File: src/urdr_pkg.sv
/*
 * Shared constants and state types for the receive data recovery block:
 * register offsets and field positions, oversample tick positions,
 * bus response codes and the packed state record.
 * Assumes a single 200 MHz clock domain and an AXI4-Lite master.
 */
package urdr_pkg;

    // Oversample ticks per bit time.
    localparam int RT_PER_BIT = 16;

    // Tick positions inside one bit time, counted from 1.
    localparam logic [4:0] TICK_VERIFY_A = 5'h03;
    localparam logic [4:0] TICK_VERIFY_B = 5'h05;
    localparam logic [4:0] TICK_VERIFY_C = 5'h07;
    localparam logic [4:0] TICK_VOTE_A   = 5'h08;
    localparam logic [4:0] TICK_VOTE_B   = 5'h09;
    localparam logic [4:0] TICK_VOTE_C   = 5'h0A;
    localparam logic [4:0] TICK_LAST     = 5'h10;

    // Data bits per character for the two character lengths.
    localparam logic [3:0] BITS_SHORT = 4'h8;
    localparam logic [3:0] BITS_LONG  = 4'h9;

    // Register byte offsets.
    localparam logic [3:0] OFS_CONTROL = 4'h0;
    localparam logic [3:0] OFS_STATUS  = 4'h4;
    localparam logic [3:0] OFS_DATA    = 4'h8;

    // Control register fields.
    localparam int CTL_RX_EN  = 0;
    localparam int CTL_CHAR9  = 1;
    localparam int CTL_IRQ_EN = 2;

    // Status register fields.
    localparam int STAT_FULL  = 0;
    localparam int STAT_NOISE = 1;
    localparam int STAT_FE    = 2;
    localparam int STAT_BRK   = 3;
    localparam int STAT_BUSY  = 4;

    // Bus response codes.
    localparam logic [1:0] RESP_OKAY   = 2'h0;
    localparam logic [1:0] RESP_SLVERR = 2'h2;

    // Widest oversample divider the counter can hold.
    localparam int DIV_W = 12;

    typedef enum logic [1:0] {
        RX_IDLE,
        RX_START,
        RX_DATA,
        RX_STOP
    } urdr_phase_t;

    typedef struct packed {
        // Bus slave.
        logic              awready;
        logic              aw_have;
        logic [3:0]        aw_ofs;
        logic              wready;
        logic              w_have;
        logic [31:0]       wdata;
        logic [3:0]        wstrb;
        logic              bvalid;
        logic [1:0]        bresp;
        logic              arready;
        logic              rvalid;
        logic [31:0]       rdata;
        logic [1:0]        rresp;
        // Control.
        logic              rx_en;
        logic              char9;
        logic              irq_en;
        // Receiver.
        logic [DIV_W-1:0]  div;
        urdr_phase_t       phase;
        logic [4:0]        rt_cnt;
        logic [2:0]        hist;
        logic [2:0]        votes;
        logic [3:0]        bit_idx;
        logic [8:0]        shifter;
        logic              last_bit;
        logic              noise_acc;
        // Visible results.
        logic [8:0]        rx_buf;
        logic              full;
        logic              noise;
        logic              fe;
        logic              brk;
        logic              irq;
    } urdr_state_t;

    localparam urdr_state_t STATE_RESET = '0;

endpackage

File: src/urdr_rx.sv
/*
 * Receive data recovery for an asynchronous serial line, with its
 * registers on an AXI4-Lite slave.
 * Assumes rx_i is already synchronous to sys_clk_i and that the far
 * transmitter sends LSB first at the nominal baud rate.
 */
`timescale 1ns/10ps

// Behaviour
// - Completed character moves to an empty receive buffer and sets the full flag.
// - Receive buffer is read-only on the bus, separate from the shifter.
// - Interrupt request whenever full flag and receive interrupt enable are set.
// - Line is sampled at sixteen oversample ticks per bit.
// - Tick count resyncs after start bit and after a 1-to-0 data change.
// - Start search waits for a 0 after three 1s, then counts ticks.
// - Start verified by ticks 3,5,7; at most one 1; single 1 flags noise.
// - Failed start verification clears the tick count and restarts the search.
// - Data bit is majority of ticks 8,9,10; disagreement flags noise.
// - Any 1 at start ticks 8,9,10 flags noise; bit stays a start.
// - Stop majority 0 sets framing error; disagreement flags noise.
// - Framing error is set in the same cycle as the full flag.
// - A break character sets the framing error flag.
// - A falling edge after a decided 1 data bit, outside ticks 8,9,10, resyncs the tick count.
// - Stop sampled at tick 10 of its bit time after the data bits.
// - Control bit selects eight or nine data bits.
// - All-zero data and zero stop set break flag and clear the buffer.
module urdr_rx #(
    parameter int CLK_HZ  = 200_000_000,
    parameter int BAUD_HZ = 9600
) (
    // Clock and reset.
    input  wire logic        sys_clk_i,
    input  wire logic        reset_i,
    // Serial input.
    input  wire logic        rx_i,
    // Write address channel.
    input  wire logic        s_axi_awvalid_i,
    output logic             s_axi_awready_o,
    input  wire logic [3:0]  s_axi_awaddr_i,
    // Write data channel.
    input  wire logic        s_axi_wvalid_i,
    output logic             s_axi_wready_o,
    input  wire logic [31:0] s_axi_wdata_i,
    input  wire logic [3:0]  s_axi_wstrb_i,
    // Write response channel.
    output logic             s_axi_bvalid_o,
    input  wire logic        s_axi_bready_i,
    output logic [1:0]       s_axi_bresp_o,
    // Read address channel.
    input  wire logic        s_axi_arvalid_i,
    output logic             s_axi_arready_o,
    input  wire logic [3:0]  s_axi_araddr_i,
    // Read data channel.
    output logic             s_axi_rvalid_o,
    input  wire logic        s_axi_rready_i,
    output logic [31:0]      s_axi_rdata_o,
    output logic [1:0]       s_axi_rresp_o,
    // Receiver interrupt request.
    output logic             irq_o
);

    // System clocks per oversample tick.
    localparam int RT_DIV = CLK_HZ / (urdr_pkg::RT_PER_BIT * BAUD_HZ);
    localparam logic [urdr_pkg::DIV_W-1:0] DIV_LAST = urdr_pkg::DIV_W'(RT_DIV - 1);

    // The divider counter must hold the count and the count must not be zero.
    if (RT_DIV < 1 || RT_DIV >= (1 << urdr_pkg::DIV_W)) begin : g_div_check
        $error("Oversample divider out of range for this clock and baud rate.");
    end

    urdr_pkg::urdr_state_t state_reg;
    urdr_pkg::urdr_state_t state_next;

    logic       tick;
    logic [4:0] cur;
    logic [2:0] vote3;
    logic       maj;
    logic       split;
    logic       fall;
    logic       resync;
    logic [3:0] n_bits;
    logic [8:0] char_data;
    logic       rd_data;

    // Outputs are fields of the registered state.
    assign s_axi_awready_o = state_reg.awready;
    assign s_axi_wready_o  = state_reg.wready;
    assign s_axi_bvalid_o  = state_reg.bvalid;
    assign s_axi_bresp_o   = state_reg.bresp;
    assign s_axi_arready_o = state_reg.arready;
    assign s_axi_rvalid_o  = state_reg.rvalid;
    assign s_axi_rdata_o   = state_reg.rdata;
    assign s_axi_rresp_o   = state_reg.rresp;
    assign irq_o           = state_reg.irq;

    // Next-state logic for the bus slave, the control bits and the receiver.
    always_comb begin
        state_next = state_reg;
        tick       = (state_reg.div == '0);
        cur        = state_reg.rt_cnt + 5'h01;
        vote3      = {state_reg.votes[1:0], rx_i};
        maj        = (vote3[2] & vote3[1]) | (vote3[2] & vote3[0]) | (vote3[1] & vote3[0]);
        split      = (vote3 != 3'h0) && (vote3 != 3'h7);
        fall       = state_reg.hist[0] & ~rx_i;
        n_bits     = state_reg.char9 ? urdr_pkg::BITS_LONG : urdr_pkg::BITS_SHORT;
        char_data  = state_reg.char9 ? state_reg.shifter : {1'b0, state_reg.shifter[8:1]};
        rd_data    = 1'b0;
        resync     = 1'b0;

        // Oversample tick divider; free running so ticks stay evenly spaced.
        state_next.div = tick ? DIV_LAST : state_reg.div - 1'b1;

        // Write address and data are taken independently, in either order.
        if (state_reg.awready && s_axi_awvalid_i) begin
            state_next.aw_have = 1'b1;
            state_next.aw_ofs  = s_axi_awaddr_i;
        end
        if (state_reg.wready && s_axi_wvalid_i) begin
            state_next.w_have = 1'b1;
            state_next.wdata  = s_axi_wdata_i;
            state_next.wstrb  = s_axi_wstrb_i;
        end
        if (state_reg.bvalid && s_axi_bready_i) begin
            state_next.bvalid = 1'b0;
        end
        // Both halves present: apply the write and answer it.
        if (state_reg.aw_have && state_reg.w_have && !state_reg.bvalid) begin
            state_next.aw_have = 1'b0;
            state_next.w_have  = 1'b0;
            state_next.bvalid  = 1'b1;
            state_next.bresp   = urdr_pkg::RESP_OKAY;
            unique case (state_reg.aw_ofs)
                urdr_pkg::OFS_CONTROL: begin
                    if (state_reg.wstrb[0]) begin
                        state_next.rx_en  = state_reg.wdata[urdr_pkg::CTL_RX_EN];
                        state_next.char9  = state_reg.wdata[urdr_pkg::CTL_CHAR9];
                        state_next.irq_en = state_reg.wdata[urdr_pkg::CTL_IRQ_EN];
                    end
                end
                // Status and buffer ignore writes; the buffer stays read-only.
                urdr_pkg::OFS_STATUS, urdr_pkg::OFS_DATA: begin
                    state_next.bresp = urdr_pkg::RESP_OKAY;
                end
                default: begin
                    state_next.bresp = urdr_pkg::RESP_SLVERR;
                end
            endcase
        end
        state_next.awready = !state_next.aw_have && !state_next.bvalid;
        state_next.wready  = !state_next.w_have && !state_next.bvalid;

        // Reads answer one cycle after the address is taken.
        if (state_reg.rvalid && s_axi_rready_i) begin
            state_next.rvalid = 1'b0;
        end
        if (state_reg.arready && s_axi_arvalid_i) begin
            state_next.rvalid = 1'b1;
            state_next.rresp  = urdr_pkg::RESP_OKAY;
            state_next.rdata  = 32'h0000_0000;
            unique case (s_axi_araddr_i)
                urdr_pkg::OFS_CONTROL: begin
                    state_next.rdata[urdr_pkg::CTL_RX_EN]  = state_reg.rx_en;
                    state_next.rdata[urdr_pkg::CTL_CHAR9]  = state_reg.char9;
                    state_next.rdata[urdr_pkg::CTL_IRQ_EN] = state_reg.irq_en;
                end
                urdr_pkg::OFS_STATUS: begin
                    state_next.rdata[urdr_pkg::STAT_FULL]  = state_reg.full;
                    state_next.rdata[urdr_pkg::STAT_NOISE] = state_reg.noise;
                    state_next.rdata[urdr_pkg::STAT_FE]    = state_reg.fe;
                    state_next.rdata[urdr_pkg::STAT_BRK]   = state_reg.brk;
                    state_next.rdata[urdr_pkg::STAT_BUSY]  =
                        (state_reg.phase != urdr_pkg::RX_IDLE);
                end
                urdr_pkg::OFS_DATA: begin
                    state_next.rdata[8:0] = state_reg.rx_buf;
                    rd_data = 1'b1;
                end
                default: begin
                    state_next.rresp = urdr_pkg::RESP_SLVERR;
                end
            endcase
        end
        state_next.arready = !state_next.rvalid;

        // Reading the buffer releases it; a character ending in that cycle still sees the old full flag below.
        if (rd_data) begin
            state_next.full  = 1'b0;
            state_next.noise = 1'b0;
            state_next.fe    = 1'b0;
            state_next.brk   = 1'b0;
        end

        // Receiver, advanced once per oversample tick.
        if (!state_reg.rx_en) begin
            state_next.phase  = urdr_pkg::RX_IDLE;
            state_next.rt_cnt = 5'h00;
            state_next.hist   = 3'h0;
        end else if (tick) begin
            state_next.hist   = {state_reg.hist[1:0], rx_i};
            state_next.rt_cnt = cur;
            if (cur == urdr_pkg::TICK_VOTE_A || cur == urdr_pkg::TICK_VOTE_B ||
                cur == urdr_pkg::TICK_VOTE_C) begin
                state_next.votes = vote3;
            end
            unique case (state_reg.phase)
                urdr_pkg::RX_IDLE: begin
                    state_next.rt_cnt = 5'h00;
                    // A 0 after three 1s is a candidate start edge; it is tick 1.
                    if (state_reg.hist == 3'h7 && !rx_i) begin
                        state_next.phase     = urdr_pkg::RX_START;
                        state_next.rt_cnt    = 5'h01;
                        state_next.votes     = 3'h0;
                        state_next.noise_acc = 1'b0;
                        state_next.last_bit  = 1'b0;
                    end
                end
                urdr_pkg::RX_START: begin
                    if (cur == urdr_pkg::TICK_VERIFY_A || cur == urdr_pkg::TICK_VERIFY_B) begin
                        state_next.votes = vote3;
                    end
                    if (cur == urdr_pkg::TICK_VERIFY_C) begin
                        state_next.votes = 3'h0;
                        // Two or more 1s reject the start bit.
                        if (vote3 == 3'h3 || vote3 == 3'h5 || vote3 == 3'h6 ||
                            vote3 == 3'h7) begin
                            state_next.phase  = urdr_pkg::RX_IDLE;
                            state_next.rt_cnt = 5'h00;
                        end else if (vote3 != 3'h0) begin
                            state_next.noise_acc = 1'b1;
                        end
                    end
                    // Late 1s in the start bit are noise but do not cancel it.
                    if (cur == urdr_pkg::TICK_VOTE_C && vote3 != 3'h0) begin
                        state_next.noise_acc = 1'b1;
                    end
                    if (cur == urdr_pkg::TICK_LAST) begin
                        state_next.phase   = urdr_pkg::RX_DATA;
                        state_next.rt_cnt  = 5'h00;
                        state_next.bit_idx = 4'h0;
                    end
                end
                urdr_pkg::RX_DATA: begin
                    if (cur == urdr_pkg::TICK_VOTE_C) begin
                        state_next.shifter  = {maj, state_reg.shifter[8:1]};
                        state_next.last_bit = maj;
                        if (split) begin
                            state_next.noise_acc = 1'b1;
                        end
                    end
                    // An edge after a decided 1 marks the next bit's tick 1;
                    // the vote window is excluded so a glitch cannot shift it.
                    resync = state_reg.last_bit && fall &&
                             (cur < urdr_pkg::TICK_VOTE_A || cur > urdr_pkg::TICK_VOTE_C);
                    if (resync) begin
                        state_next.rt_cnt   = 5'h01;
                        state_next.last_bit = 1'b0;
                    end
                    // An early edge ends the current bit ahead of tick 16.
                    if (cur == urdr_pkg::TICK_LAST || (resync && cur > urdr_pkg::TICK_VOTE_C)) begin
                        if (!resync) begin
                            state_next.rt_cnt = 5'h00;
                        end
                        if (state_reg.bit_idx == n_bits - 4'h1) begin
                            state_next.phase = urdr_pkg::RX_STOP;
                        end else begin
                            state_next.bit_idx = state_reg.bit_idx + 4'h1;
                        end
                    end
                end
                urdr_pkg::RX_STOP: begin
                    // Stop decided at tick 10 of the bit after the last data bit.
                    if (cur == urdr_pkg::TICK_VOTE_C) begin
                        state_next.phase  = urdr_pkg::RX_IDLE;
                        state_next.rt_cnt = 5'h00;
                        // A full buffer keeps its old character; the new one is lost.
                        if (!state_reg.full) begin
                            state_next.full  = 1'b1;
                            state_next.fe    = !maj;
                            state_next.noise = state_reg.noise_acc | split;
                            state_next.brk   = !maj && (char_data == 9'h000);
                            state_next.rx_buf = char_data;
                            if (!maj && char_data == 9'h000) begin
                                state_next.rx_buf = 9'h000;
                            end
                        end
                    end
                end
            endcase
        end

        // Request follows the flag and the enable in the same cycle.
        state_next.irq = state_next.full & state_next.irq_en;
    end

    // Single state register; reset idles the search and clears history.
    always_ff @(posedge sys_clk_i) begin
        if (reset_i) begin
            state_reg <= urdr_pkg::STATE_RESET;
        end else begin
            state_reg <= state_next;
        end
    end

endmodule // urdr_rx

File: config.mk
export PLATFORM = sky130hd
export DESIGN_NAME = urdr_rx
export DESIGN_NICKNAME = d
export VERILOG_FILES = /design/src/urdr_pkg.sv /design/src/urdr_rx.sv
export SDC_FILE = /design/constraint.sdc
export NUM_CORES = 1
export LEC_CHECK = 0
export BUFFER_PORTS_ARGS = -buffer_cell sky130_fd_sc_hd__buf_2
export CORE_MARGIN = 1
export CORE_UTILIZATION = 55
export CTS_CLUSTER_DIAMETER = 100
export DETAILED_ROUTE_END_ITERATION = 12
export GPL_TIMING_DRIVEN = 1
export PLACE_DENSITY_LB_ADDON = 0.15
export SLEW_MARGIN = 20
export SYNTH_ARGS = -nofsm -noshare
export SYNTH_HDL_FRONTEND = slang
export SYNTH_SLANG_ARGS = --single-unit
File: constraint.sdc
create_clock -name sys_clk_i -period 3.2 [get_ports sys_clk_i]
set_input_delay 0 -clock sys_clk_i [delete_from_list [all_inputs] [get_ports sys_clk_i]]
set_output_delay 0 -clock sys_clk_i [all_outputs]
set_load 0.02 [all_outputs]
---- Word level (Yosys, flattened, before mapping) ----
Cells that the tools add are included.
cells by class
  add/subtract/negate cells ............... 4
  magnitude comparators ................... 2
  equality and inequality tests ........... 35
  multiplexer cells ....................... 57
  bitwise operators ....................... 11
  reductions and logical operators ........ 53
operators with widths
  kind                                                 count
  two-way mux 7 bit                                    6
  two-way mux 4 bit                                    10
  two-way mux 37 bit                                   1
  two-way mux 35 bit                                   1
  case mux 7 bit (4 select lines)                      1
  two-way mux 11 bit                                   2
  inequality test 3 bit, second input constant         7
  two-way mux 9 bit                                    2
  logical AND 1 bit                                    16
  two-way mux 1 bit                                    16
  inequality test 2 bit, second input constant         8
  equality test 5 x 4 -> 1 bit, second input constant  3
  two-way mux 3 bit                                    5
  two-way mux 5 bit                                    3
  equality test 3 bit, second input constant           4
  zero test 12 bit                                     1
  subtractor 12 x 1 -> 12 bit, second input constant   1
  equality test 5 x 3 -> 1 bit, second input constant  2
  AND reduction 5 bit                                  2
  zero test 9 bit                                      1
  case mux 3 bit (3 select lines)                      1
  AND reduction 9 bit                                  1
  equality test 4 x 3 -> 1 bit, second input constant  2
  equality test 4 bit, second input constant           2
  33 further kinds                                     64
storage, ports and cells
  register bits after elaboration ......... 117
  output and inout port bits .............. 42
  word-level logic and storage cells ...... 194

---- Depth between registers and ports, before layout ----
Gate-level depths: netlist of the first run.
  word-level depth ........................ 11
  gate-level depth with buffers ........... 11

---- Least setup slack after synthesis of the first run ----
Ideal clock, no wire load.
  kind .................................... register -> register
  from .................................... register state_reg[42] in the netlist's numbering
  to ...................................... register state_reg[10] in the netlist's numbering
  setup time .............................. 0.128 ns
  data arrival time ....................... 2.440 ns
  data required time ...................... 3.072 ns
  setup slack ............................. 0.632 ns
  stages on the path, launching flop included .. 11
  path buffers ............................ 2
  period minus slack after synthesis ...... 2.568 ns
  path through ............................ dfxtp_1 -> inv_1 -> ha_1 -> or4b_1 -> nor3_4 -> nand2_4 -> or4b_1 -> buf_2 -> buf_6 -> a21oi_1 -> nor2_1
on the way
  longest elaborated chain between the ends .. 2
RTL lines
  what                                  line            RTL
  from (decl)                           urdr_rx.sv:71   urdr_pkg::urdr_state_t state_reg;
  from (signal assigned)                urdr_rx.sv:298  state_reg <= urdr_pkg::STATE_RESET;
  from (signal assigned)                urdr_rx.sv:300  state_reg <= state_next;
  zero test 12 bit                      urdr_rx.sv:99   tick = (state_reg.div == '0);
  AND reduction 5 bit (no source line)  n/a
Every way passes these cells.
A chain may end at the register's enable or synchronous reset.

---- Worst setup path in the final report of the first run ----
  from .................................... register state_reg[35] in the netlist's numbering
  to ...................................... register state_reg[25] in the netlist's numbering
on the way
  longest elaborated chain between the ends .. 8
  elaborated cells between the ends (all ways) .. 11
  classes of those cells .................. add/sub: 1; order compare: 2; eq/ne: 3; reduce/logical: 5
RTL lines
  what                                                                                   line                            RTL
  adder 5 x 1 -> 5 bit (*)                                                               urdr_rx.sv:100                  cur = state_reg.rt_cnt + 5'h01;
  < comparator 5 x 4 -> 1 bit or greater-than comparator 5 x 4 -> 1 bit (tied branches)  urdr_rx.sv:253, urdr_rx.sv:259
  logical OR 1 bit                                                                       urdr_rx.sv:253                  (cur < urdr_pkg::TICK_VOTE_A || cur > urdr_pkg::TICK_VOTE_C);
  logical AND 1 bit                                                                      urdr_rx.sv:252                  resync = state_reg.last_bit && fall &&
  logical AND 1 bit                                                                      urdr_rx.sv:259                  if (cur == urdr_pkg::TICK_LAST || (resync && cur > urdr_pkg::TICK_VOTE_C)) begin
  logical OR 1 bit                                                                       urdr_rx.sv:259
  inequality test 2 bit (no source line)                                                 n/a
  AND reduction 6 bit (no source line) (*)                                               n/a
Every way passes the cells marked *; elsewhere a longest branch is shown, timed or not.

==> impl_metrics.ini, run 1 <==
[yosys]
async_flop_share = 0
number_of_library_cell_types_mapped_by_synthesis = 62
edff_count_synth = 0
postSynthAreaPerCell_um2 = 8.05
synth.cell_area_um2 = 4400
netlist_instances = 546
ys_dominant_reg_cell = sky130_fd_sc_hd__dfxtp_1
synth_sequential_area_ratio = 0.373
ys_seq_elements = 82
synthesis.yosys.warnings = 0

[clock_tree]
clock_sink_count = 82
root_buffer = sky130_fd_sc_hd__clkbuf_8
cts-buffers-inserted = 9
post-cts-setup-buffer-count = 0
clockBufferDepth = 2
later_pin_clock_latency_in_the_skew_report_ps = 360
cts_tree = done
post_cts_resize_count = 0
cts-htree-levels = 3
clkSlewWorstSetupHoldPaths_ps = 80

[finish]
largest_register_ff_count = 65
final_net_count = 642
fill_count = 699
number_of_inserted_diodes = 0
final_design_area_no_fill_um2 = 4870
area_delta_synth_final_pct = 10.8
post_route_cells_drive_above_1_share = 0.125

[routing]
drt-pass1-iter-count = 4
wirelength_um = 9430
initialDrtViolationCount = 195
drcViolationCount = 0
detail_route.vias_per_cell = 5.56
ant_nets = 0
routedWlPerCell_um = 13.8
via_count = 3812

[sta]
setup_tns_ps = 0
finalSetupViolations = 0
rsz0062_at_grt = no
timing_worst_slew_pin_value_ps = 924
drv_slew = 0
min_period_ps = 2800
timing.clock.skew_ps = 13.7
finalHoldViolCount = 0
slew_headroom = 0.375
timing.fmax_mhz = 357
final_cycle_share = 0.876

[place]
global_placer_s_final_weighted_congestion = 0.829
post_dp_cell_area_um2 = 4460
dpl.hpwl_um = 6410
numPortBuffers = 36

[worst_setup_path]
timing.critical_path.from_type = flop
cp.arrival_ps = 3090
startpoint = state_reg[35]
critical_path.endpoint = state_reg[25]
timing.rr.end = state_reg[25]
cp_max_fo = 14
worst_setup_path_end_kind = flop
reg2regPathDepth = 7
crit_required_ps = 3480
path_class = flop to flop
timing.reg2reg.setup_slack_ps = 400
worst_flop_to_flop_path_startpoint = state_reg[35]

[die]
die_height_um = 91.4
row_count = 32
die_width_um = 91.4
start_util = 0.569
floorplan.core_area_um2 = 7730
pin_count = 94
floorplan.die_area_um2 = 8360

[worst_hold_path]
min_delay_path_depth = 3
worst_hold_path_type = input pin to flop

[outcome]
run_status = completed

[global_route]
vias_in_the_first_global_route = 3539
pin_count_of_the_biggest_net_entering_global_routing = 68
grt.overflow.total = 0
global_route_wire_length_before_repair_um = 16200
grt_usage = 0.240
grt_antenna_before_repair = 0

[power_and_ir_drop]
worst_ir_drop_vdd_uv = 384
power_density_nw_per_um2 = 512
leakage_nw = 1.82

[job]
drv.max_cap_violation_count = 0
-- how the worst min path moves through the flow --
stage               slack [ps]         startpoint               to
detailed placement         260  s_axi_awaddr_i[2]   state_reg[136]
global route                40    s_axi_awvalid_i  s_axi_awready_o
global placement           250  s_axi_awaddr_i[2]   state_reg[136]
CTS                         10    s_axi_awvalid_i  s_axi_awready_o
finish                      30    s_axi_awvalid_i  s_axi_awready_o
floorplan                  150   s_axi_wdata_i[0]   state_reg[100]
-- layout by cell type (no fill, tap or decap), types with 13 or more instances in the layout --
cell type,instances
sky130_fd_sc_hd__nand3_1,39
sky130_fd_sc_hd__nor2_1,51
sky130_fd_sc_hd__buf_2,36
sky130_fd_sc_hd__nor3_1,23
sky130_fd_sc_hd__dfxtp_1,82
sky130_fd_sc_hd__a21oi_1,52
sky130_fd_sc_hd__nand2_1,57
sky130_fd_sc_hd__mux2i_1,13
sky130_fd_sc_hd__dlygate4sd3_1,20
sky130_fd_sc_hd__conb_1,25
-- cells by family (layout without fill, tap and decap cells) --
family | after synthesis | count (layout) | share of synthesized area
AND/OR/NAND/NOR | 217 | 217 | 0.244
AO/OA/AOI/OAI | 125 | 125 | 0.183
flip-flops | 82 | 82 | 0.373
buffers and inverters | 80 | 93 | 0.101
multiplexers | 17 | 17 | 0.0398
adder cells (fa/ha/maj) | 12 | 12 | 0.0341
XOR/XNOR | 12 | 12 | 0.0239
other | 1 | 25 | 0.000853
-- area by class of cell --
class                   instances  area (µm²)  area share
inverters                      12        45.0     0.00924
flip-flops and latches         82        1640       0.337
clock buffers                  10         138      0.0282
clock inverters                 6        71.3      0.0146
repair buffers                 65         448      0.0919
well taps                     102         128      0.0262
multi-input cells             408        2400       0.493
-- layer usage --
| layer | vias up | share of wire | routed length (µm) | GRT usage |
|---|---|---|---|---|
| met3 | 9 | 0.033 | 307 | 0.0620 |
| li1 | 1942 | - | - | - |
| met5 | - | 0 | 0 | 0 |
| met4 | 0 | 0.0083 | 78 | 0.0622 |
| met1 | 1788 | 0.48 | 4520 | 0.305 |
| met2 | 73 | 0.48 | 4530 | 0.401 |
-- cells in the mapped netlist (3+ instances only) --
cell / instances / share of area
sky130_fd_sc_hd__a221oi_1: 3 / 0.0060
sky130_fd_sc_hd__a31oi_1: 3 / 0.0043
sky130_fd_sc_hd__a22oi_1: 6 / 0.010
sky130_fd_sc_hd__mux2i_1: 13 / 0.030
sky130_fd_sc_hd__o211ai_1: 3 / 0.0051
sky130_fd_sc_hd__nand3_1: 39 / 0.044
sky130_fd_sc_hd__a21o_1: 4 / 0.0068
sky130_fd_sc_hd__and3_1: 3 / 0.0043
sky130_fd_sc_hd__dfxtp_1: 82 / 0.37
sky130_fd_sc_hd__or3_1: 4 / 0.0057
sky130_fd_sc_hd__xnor2_1: 11 / 0.022
sky130_fd_sc_hd__buf_4: 36 / 0.061
sky130_fd_sc_hd__o22ai_1: 3 / 0.0043
sky130_fd_sc_hd__inv_1: 12 / 0.010
sky130_fd_sc_hd__nor2b_1: 4 / 0.0057
sky130_fd_sc_hd__mux2_2: 4 / 0.010
sky130_fd_sc_hd__nand2_1: 57 / 0.049
sky130_fd_sc_hd__o31ai_1: 5 / 0.0085
sky130_fd_sc_hd__a21boi_0: 3 / 0.0051
sky130_fd_sc_hd__a21oi_1: 52 / 0.059
sky130_fd_sc_hd__nor3_1: 23 / 0.026
sky130_fd_sc_hd__buf_1: 3 / 0.0026
sky130_fd_sc_hd__and2_1: 3 / 0.0043
sky130_fd_sc_hd__nor4b_1: 3 / 0.0060
sky130_fd_sc_hd__a211oi_1: 10 / 0.017
sky130_fd_sc_hd__nor4_1: 4 / 0.0057
sky130_fd_sc_hd__o21a_1: 3 / 0.0051
sky130_fd_sc_hd__clkbuf_1: 26 / 0.022
sky130_fd_sc_hd__ha_1: 12 / 0.034
sky130_fd_sc_hd__o21ai_0: 11 / 0.013
sky130_fd_sc_hd__nor2_1: 51 / 0.044
sky130_fd_sc_hd__nand2b_1: 5 / 0.0071
sky130_fd_sc_hd__or4_1: 3 / 0.0051
-- critical path, cell delays in order, from the launching register on --
cell and delay [ps]:
sky130_fd_sc_hd__dfxtp_1 390, sky130_fd_sc_hd__ha_1 460, sky130_fd_sc_hd__nand2_1 140, sky130_fd_sc_hd__o31ai_1 440
sky130_fd_sc_hd__nand3_1 250, sky130_fd_sc_hd__a221o_1 460, sky130_fd_sc_hd__or4_1 410, sky130_fd_sc_hd__a21oi_1 170
-- report_power, final --
group | total (mW) | switching (mW) | internal, mW | leakage [nW]
registers | 1.17 | 0.0686 | 1.10 | 0.666
logic | 0.537 | 0.325 | 0.212 | 1.05
clock network | 0.787 | 0.398 | 0.388 | 0.0995
-- through the flow --
step	hold WS (ps)	utilization	setup slack [ps]	power, mW	cells
global route	40.1	0.631	136	2.65	685
finish	29.1	0.631	397	2.50	685
global placement	253	0.578	476	1.70	649
floorplan	147	-	632	1.64	570
detailed placement	261	0.578	409	1.71	649
CTS	14.9	0.631	377	2.51	685
-- repair_timing --
action	CTS	global route
hold buffers	20	0
endpoints found under the hold margin	16	0
setup endpoints to repair	0	0
(Power assumes the default switching activity.)
==> inputs of run 2 (changes only) <==
--- a/config.mk
+++ b/config.mk
@@ -7,7 +7,7 @@
 export LEC_CHECK = 0
 export BUFFER_PORTS_ARGS = -buffer_cell sky130_fd_sc_hd__buf_2
 export CORE_MARGIN = 1
-export CORE_UTILIZATION = 55
+export CORE_UTILIZATION = 59
 export CTS_CLUSTER_DIAMETER = 100
 export DETAILED_ROUTE_END_ITERATION = 12
 export GPL_TIMING_DRIVEN = 1
==> constraint.sdc (replaced) <==
create_clock -name sys_clk_i -period 3.4 [get_ports sys_clk_i]
set_input_delay 0 -clock sys_clk_i [delete_from_list [all_inputs] [get_ports sys_clk_i]]
set_output_delay 0 -clock sys_clk_i [all_outputs]
set_load 0.02 [all_outputs]
==> run 2 against run 1 <==
Effect of this change:
- final area fell by 0.90%
- combinational power shrank 7.1%
- sequential share of layout area increased by 0.31 points
- core utilization up 3.9 points
- register-to-register slack improved by 50 ps
- clock skew is 2.2 ps higher
- via count decreased by 0.47%
==> impl_metrics.ini, run 2 (synthesis results as in run 1) <==
[clock_tree]
clkSlewWorstSetupHoldPaths_ps = 90
later_pin_clock_latency_in_the_skew_report_ps = 360
clockBufferDepth = 2
post-cts-setup-buffer-count = 0
root_buffer = sky130_fd_sc_hd__clkbuf_8
clock_sink_count = 82
cts_tree = done
cts-buffers-inserted = 9
cts-htree-levels = 3

[finish]
finished_layout_cells = 677
area_delta_synth_final_pct = 9.79
final_net_count = 637
fill_count = 634
fin_util = 0.669
post_route_cells_drive_above_1_share = 0.119
final_design_area_no_fill_um2 = 4830
layout_common_cells = 82 x sky130_fd_sc_hd__dfxtp_1, 57 x sky130_fd_sc_hd__nand2_1, 52 x sky130_fd_sc_hd__a21oi_1, 51 x sky130_fd_sc_hd__nor2_1, 39 x sky130_fd_sc_hd__nand3_1
mostFrequentLayoutCell = sky130_fd_sc_hd__dfxtp_1
number_of_inserted_diodes = 0
largest_register_ff_count = 65

[sta]
timing.fmax_mhz = 338
setup_tns_ps = 0
rsz0062_at_grt = no
final_cycle_share = 0.870
finalHoldViolCount = 0
drv_slew = 0
timing.clock.skew_ps = 15.9
min_period_ps = 2960
finalSetupViolations = 0
timing_worst_slew_pin_value_ps = 1030
slew_headroom = 0.304

[die]
floorplan.die_area_um2 = 7800
start_util = 0.610
die_width_um = 88.3
row_count = 31
die_height_um = 88.3
pin_count = 94
floorplan.core_area_um2 = 7210

[worst_setup_path]
cp_max_fo = 14
worstPathCellList = ha_1 > nand2_1 > o31ai_1 > nand3_1 > a221o_1 > or4_1 > a21oi_1
cp.arrival_ps = 3240
timing.critical_path.from_type = flop
path_class = flop to flop
timing.critical_path.slowest_stage_cell = sky130_fd_sc_hd__dfxtp_1
crit_required_ps = 3680
worst_setup_path_end_kind = flop
timing.critical_path.slowest_cell_delay_ps = 560

[place]
dpl.hpwl_um = 6210
global_placer_s_final_weighted_congestion = 0.875
numPortBuffers = 36
post_dp_cell_area_um2 = 4430
dp_cells = 642

[power_and_ir_drop]
worst_ir_drop_vdd_uv = 417
power_density_nw_per_um2 = 485
leakage_nw = 1.79
overall_power_mw = 2.34

[worst_hold_path]
worst_hold_path_type = input pin to flop

[global_route]
vias_in_the_first_global_route = 3381
global_route_wire_length_before_repair_um = 15100
grt_usage = 0.246
pin_count_of_the_biggest_net_entering_global_routing = 68
grt.overflow.total = 0
grt_antenna_before_repair = 0

[routing]
ant_nets = 0
routedWlPerCell_um = 13.4
detail_route.vias_per_cell = 5.60
via_count = 3794
initialDrtViolationCount = 204
drcViolationCount = 0
wirelength_um = 9100
drt-pass1-iter-count = 5

[outcome]
run_status = completed

[job]
drv.max_cap_violation_count = 0
run 2: cell types whose count changed in the layout (fill, tap and decap cells not counted):
| cell | change |
|---|---|
| sky130_fd_sc_hd__dlygate4sd3_1 | -1 |
| sky130_fd_sc_hd__buf_4 | -4 |
run 2: cell type report:
cell class	count	area, µm²	share of cell area
multi-input cells	408	2400	0.497
flip-flops and latches	82	1640	0.340
repair buffers	60	408	0.0845
clock buffers	10	138	0.0285
well taps	99	124	0.0257
clock inverters	6	71.3	0.0148
inverters	12	45.0	0.00933
run 2: power breakdown:
part | switching (mW) | leakage [nW] | total (mW) | internal, mW
clock network | 0.373 | 0.0995 | 0.739 | 0.366
registers | 0.0624 | 0.666 | 1.10 | 1.04
logic | 0.301 | 1.03 | 0.499 | 0.199
total | 0.736 | 1.79 | 2.34 | 1.60
run 2: path summary, 6_finish.rpt:
check                  from             end  slack (ps)  cells past startpoint
max           state_reg[36]   state_reg[25]         440                      7
min          s_axi_wvalid_i  state_reg[132]          30                      3
max reg2reg   state_reg[36]   state_reg[25]         440                      7
min reg2reg   state_reg[96]   state_reg[96]         460                      2
run 2: what timing repair did:
item                      in CTS  in global routing
hold buffers                  19                  0
hold endpoints to repair      15                  0
resized for setup              0                  0
run 2: worst max-delay path, delay by kind of cell, from the launching register on:
| kind | cells | cell delay, ps |
|---|---|---|
| DFF | 1 | 560 |
| AOI/OAI and AO/OA | 3 | 1020 |
| adders and majority gates | 1 | 500 |
| and+or+nand+nor | 3 | 800 |
run 2: stage by stage:
step	worst slack [ps]	hold WS [ps]
2_1_floorplan	832	147
3_3_place_gp	521	254
3_5_place_dp	485	261
4_1_cts	458	11.0
5_1_grt	156	46.9
6_report	443	29.8
run 2: metal layers:
layer / GRT usage / up-vias / routed length, µm
met4: 0.0894 / 0 / 125
met1: 0.318 / 1770 / 4390
met5: 0 / - / 0
met3: 0.0457 / 12 / 299
met2: 0.410 / 75 / 4290
li1: - / 1937 / -
==> inputs of run 3 (changes only) <==
--- a/config.mk
+++ b/config.mk
@@ -6,12 +6,15 @@
 export NUM_CORES = 1
 export LEC_CHECK = 0
 export BUFFER_PORTS_ARGS = -buffer_cell sky130_fd_sc_hd__buf_2
+export CELL_PAD_IN_SITES_DETAIL_PLACEMENT = 0
+export CELL_PAD_IN_SITES_GLOBAL_PLACEMENT = 2
 export CORE_MARGIN = 1
-export CORE_UTILIZATION = 59
+export CORE_UTILIZATION = 34
 export CTS_CLUSTER_DIAMETER = 100
 export DETAILED_ROUTE_END_ITERATION = 12
 export GPL_TIMING_DRIVEN = 1
 export PLACE_DENSITY_LB_ADDON = 0.15
+export REMOVE_ABC_BUFFERS = 1
 export SLEW_MARGIN = 20
 export SYNTH_ARGS = -nofsm -noshare
 export SYNTH_HDL_FRONTEND = slang
==> run 3 against run 2 <==
Effect of this change:
- die area grew 72%
- critical path depth is the same
- final area grew 4.0%
- combinational power grew 3%
- sequential share of layout area shrank 1.3 points
- critical endpoint unchanged
- largest cell class unchanged
==> impl_metrics.ini, run 3 (synthesis results as in run 1) <==
[sta]
min_period_ps = 2880
final_cycle_share = 0.846
finalSetupViolations = 0
drv_slew = 0
setup_tns_ps = 0
timing.clock.skew_ps = 6.25
rsz0062_at_grt = no
timing_worst_slew_pin_value_ps = 1060
slew_headroom = 0.285
finalHoldViolCount = 0
timing.fmax_mhz = 348

[worst_setup_path]
reg2regPathDepth = 7
critical_path.endpoint = state_reg[25]
timing.critical_path.from_type = flop
cp_max_fo = 14
timing.reg2reg.setup_slack_ps = 520
cp.arrival_ps = 3150
worst_setup_path_end_kind = flop
startpoint = state_reg[35]
timing.rr.end = state_reg[25]
path_class = flop to flop
crit_required_ps = 3670
worst_flop_to_flop_path_startpoint = state_reg[35]

[power_and_ir_drop]
p_sw_frac = 0.300
clock_power_share = 0.371
share_comb_of_total_power = 0.199
cellInternalPower_mw = 1.80
power_density_nw_per_um2 = 512
share_seq_of_total_power = 0.429
leakage_nw = 1.86
worst_ir_drop_vdd_uv = 263
switching_power_mw = 0.772

[place]
numPortBuffers = 36
dp_cells = 719
post_dp_cell_area_um2 = 4550
global_placer_s_final_weighted_congestion = 0.794
dpl.hpwl_um = 7220

[job]
drv.max_cap_violation_count = 0

[global_route]
grt.overflow.total = 0
vias_in_the_first_global_route = 3471
grt_antenna_before_repair = 0
grt_usage = 0.168
global_route_wire_length_before_repair_um = 17500
pin_count_of_the_biggest_net_entering_global_routing = 68

[die]
floorplan.die_area_um2 = 13400
start_util = 0.349
row_count = 41
die_height_um = 116
die_width_um = 116
floorplan.core_area_um2 = 12600
pin_count = 94

[clock_tree]
clockBufferDepth = 2
cts.hold.buffers_added = 19
clock_sink_count = 82
post-cts-setup-buffer-count = 0
cts_tree = done
cts-htree-levels = 3
later_pin_clock_latency_in_the_skew_report_ps = 340
cts-buffers-inserted = 9
clkSlewWorstSetupHoldPaths_ps = 60
post_cts_resize_count = 0
root_buffer = sky130_fd_sc_hd__clkbuf_16

[finish]
final_design_area_no_fill_um2 = 5020
layout_common_cells = 82 x sky130_fd_sc_hd__dfxtp_1, 57 x sky130_fd_sc_hd__nand2_1, 52 x sky130_fd_sc_hd__a21oi_1, 51 x sky130_fd_sc_hd__nor2_1, 39 x sky130_fd_sc_hd__nand3_1
area_delta_synth_final_pct = 14.2
number_of_inserted_diodes = 0
final_net_count = 641
largest_register_ff_count = 65
finished_layout_cells = 752
post_route_cells_drive_above_1_share = 0.122
mostFrequentLayoutCell = sky130_fd_sc_hd__dfxtp_1

[outcome]
run_status = completed

[routing]
ant_nets = 0
wirelength_um = 10500
via_count = 3751
initialDrtViolationCount = 227
drt-pass1-iter-count = 4
drcViolationCount = 0
detail_route.vias_per_cell = 4.99
routedWlPerCell_um = 13.9

[worst_hold_path]
worst_hold_path_type = input pin to flop
==> run 3: final cells by class <==
type,instances,area [µm²]
Clock buffer,9,225
Tap cell,172,215
Inverter,12,45.0
Timing Repair Buffer,64,438
Multi-Input combinational cell,408,2400
Clock inverter,5,57.6
Sequential cell,82,1640
Fill cell,1345,7600
==> run 3: routing by layer <==
metal | vias to the layer above | share of wire | GRT usage
li1 | 1941 | - | -
met1 | 1751 | 0.51 | 0.227
met2 | 52 | 0.45 | 0.271
met3 | 7 | 0.030 | 0.0408
met4 | 0 | 0.0096 | 0.0410
met5 | - | 0 | 0
==> run 3: power groups by stage <==
stage          combinational (mW)  clock (mW)  sequential [mW]
2_1_floorplan               0.367           0             1.12
3_3_place_gp                0.495           0             1.12
3_5_place_dp                0.500           0             1.12
4_1_cts                     0.516       0.987             1.10
5_1_grt                     0.583        1.02             1.11
6_report                    0.513       0.954             1.10
==> run 3: how the worst min path moves through the flow <==
| stage | from | endpoint | slack [ps] | cells after the start |
|---|---|---|---|---|
| finish | s_axi_wvalid_i | state_reg[132] | 40 | 3 |
| global placement | s_axi_awaddr_i[2] | state_reg[136] | 250 | 3 |
| global route | s_axi_wvalid_i | s_axi_wready_o | 70 | 3 |
| CTS | s_axi_wvalid_i | state_reg[132] | 30 | 3 |
| floorplan | reset_i | s_axi_rdata_o[4] | 70 | 1 |
| detailed placement | s_axi_awaddr_i[2] | state_reg[136] | 260 | 3 |
==> run 3: critical path, cell delays in order, from the launching register on <==
cell	delay, ps
sky130_fd_sc_hd__dfxtp_1	440
sky130_fd_sc_hd__ha_1	480
sky130_fd_sc_hd__nand2_1	150
sky130_fd_sc_hd__o31ai_1	440
sky130_fd_sc_hd__nand3_1	260
sky130_fd_sc_hd__a221o_1	470
sky130_fd_sc_hd__or4_1	410
sky130_fd_sc_hd__a21oi_1	140
==> run 3: through the flow <==
stage	utilization	setup slack (ps)	total power, mW	hold slack (ps)
2_1_floorplan	-	601	1.49	69.1
3_3_place_gp	0.361	525	1.62	255
3_5_place_dp	0.361	507	1.62	262
4_1_cts	0.398	496	2.61	33.4
5_1_grt	0.398	148	2.72	69.2
6_report	0.398	525	2.57	43.4
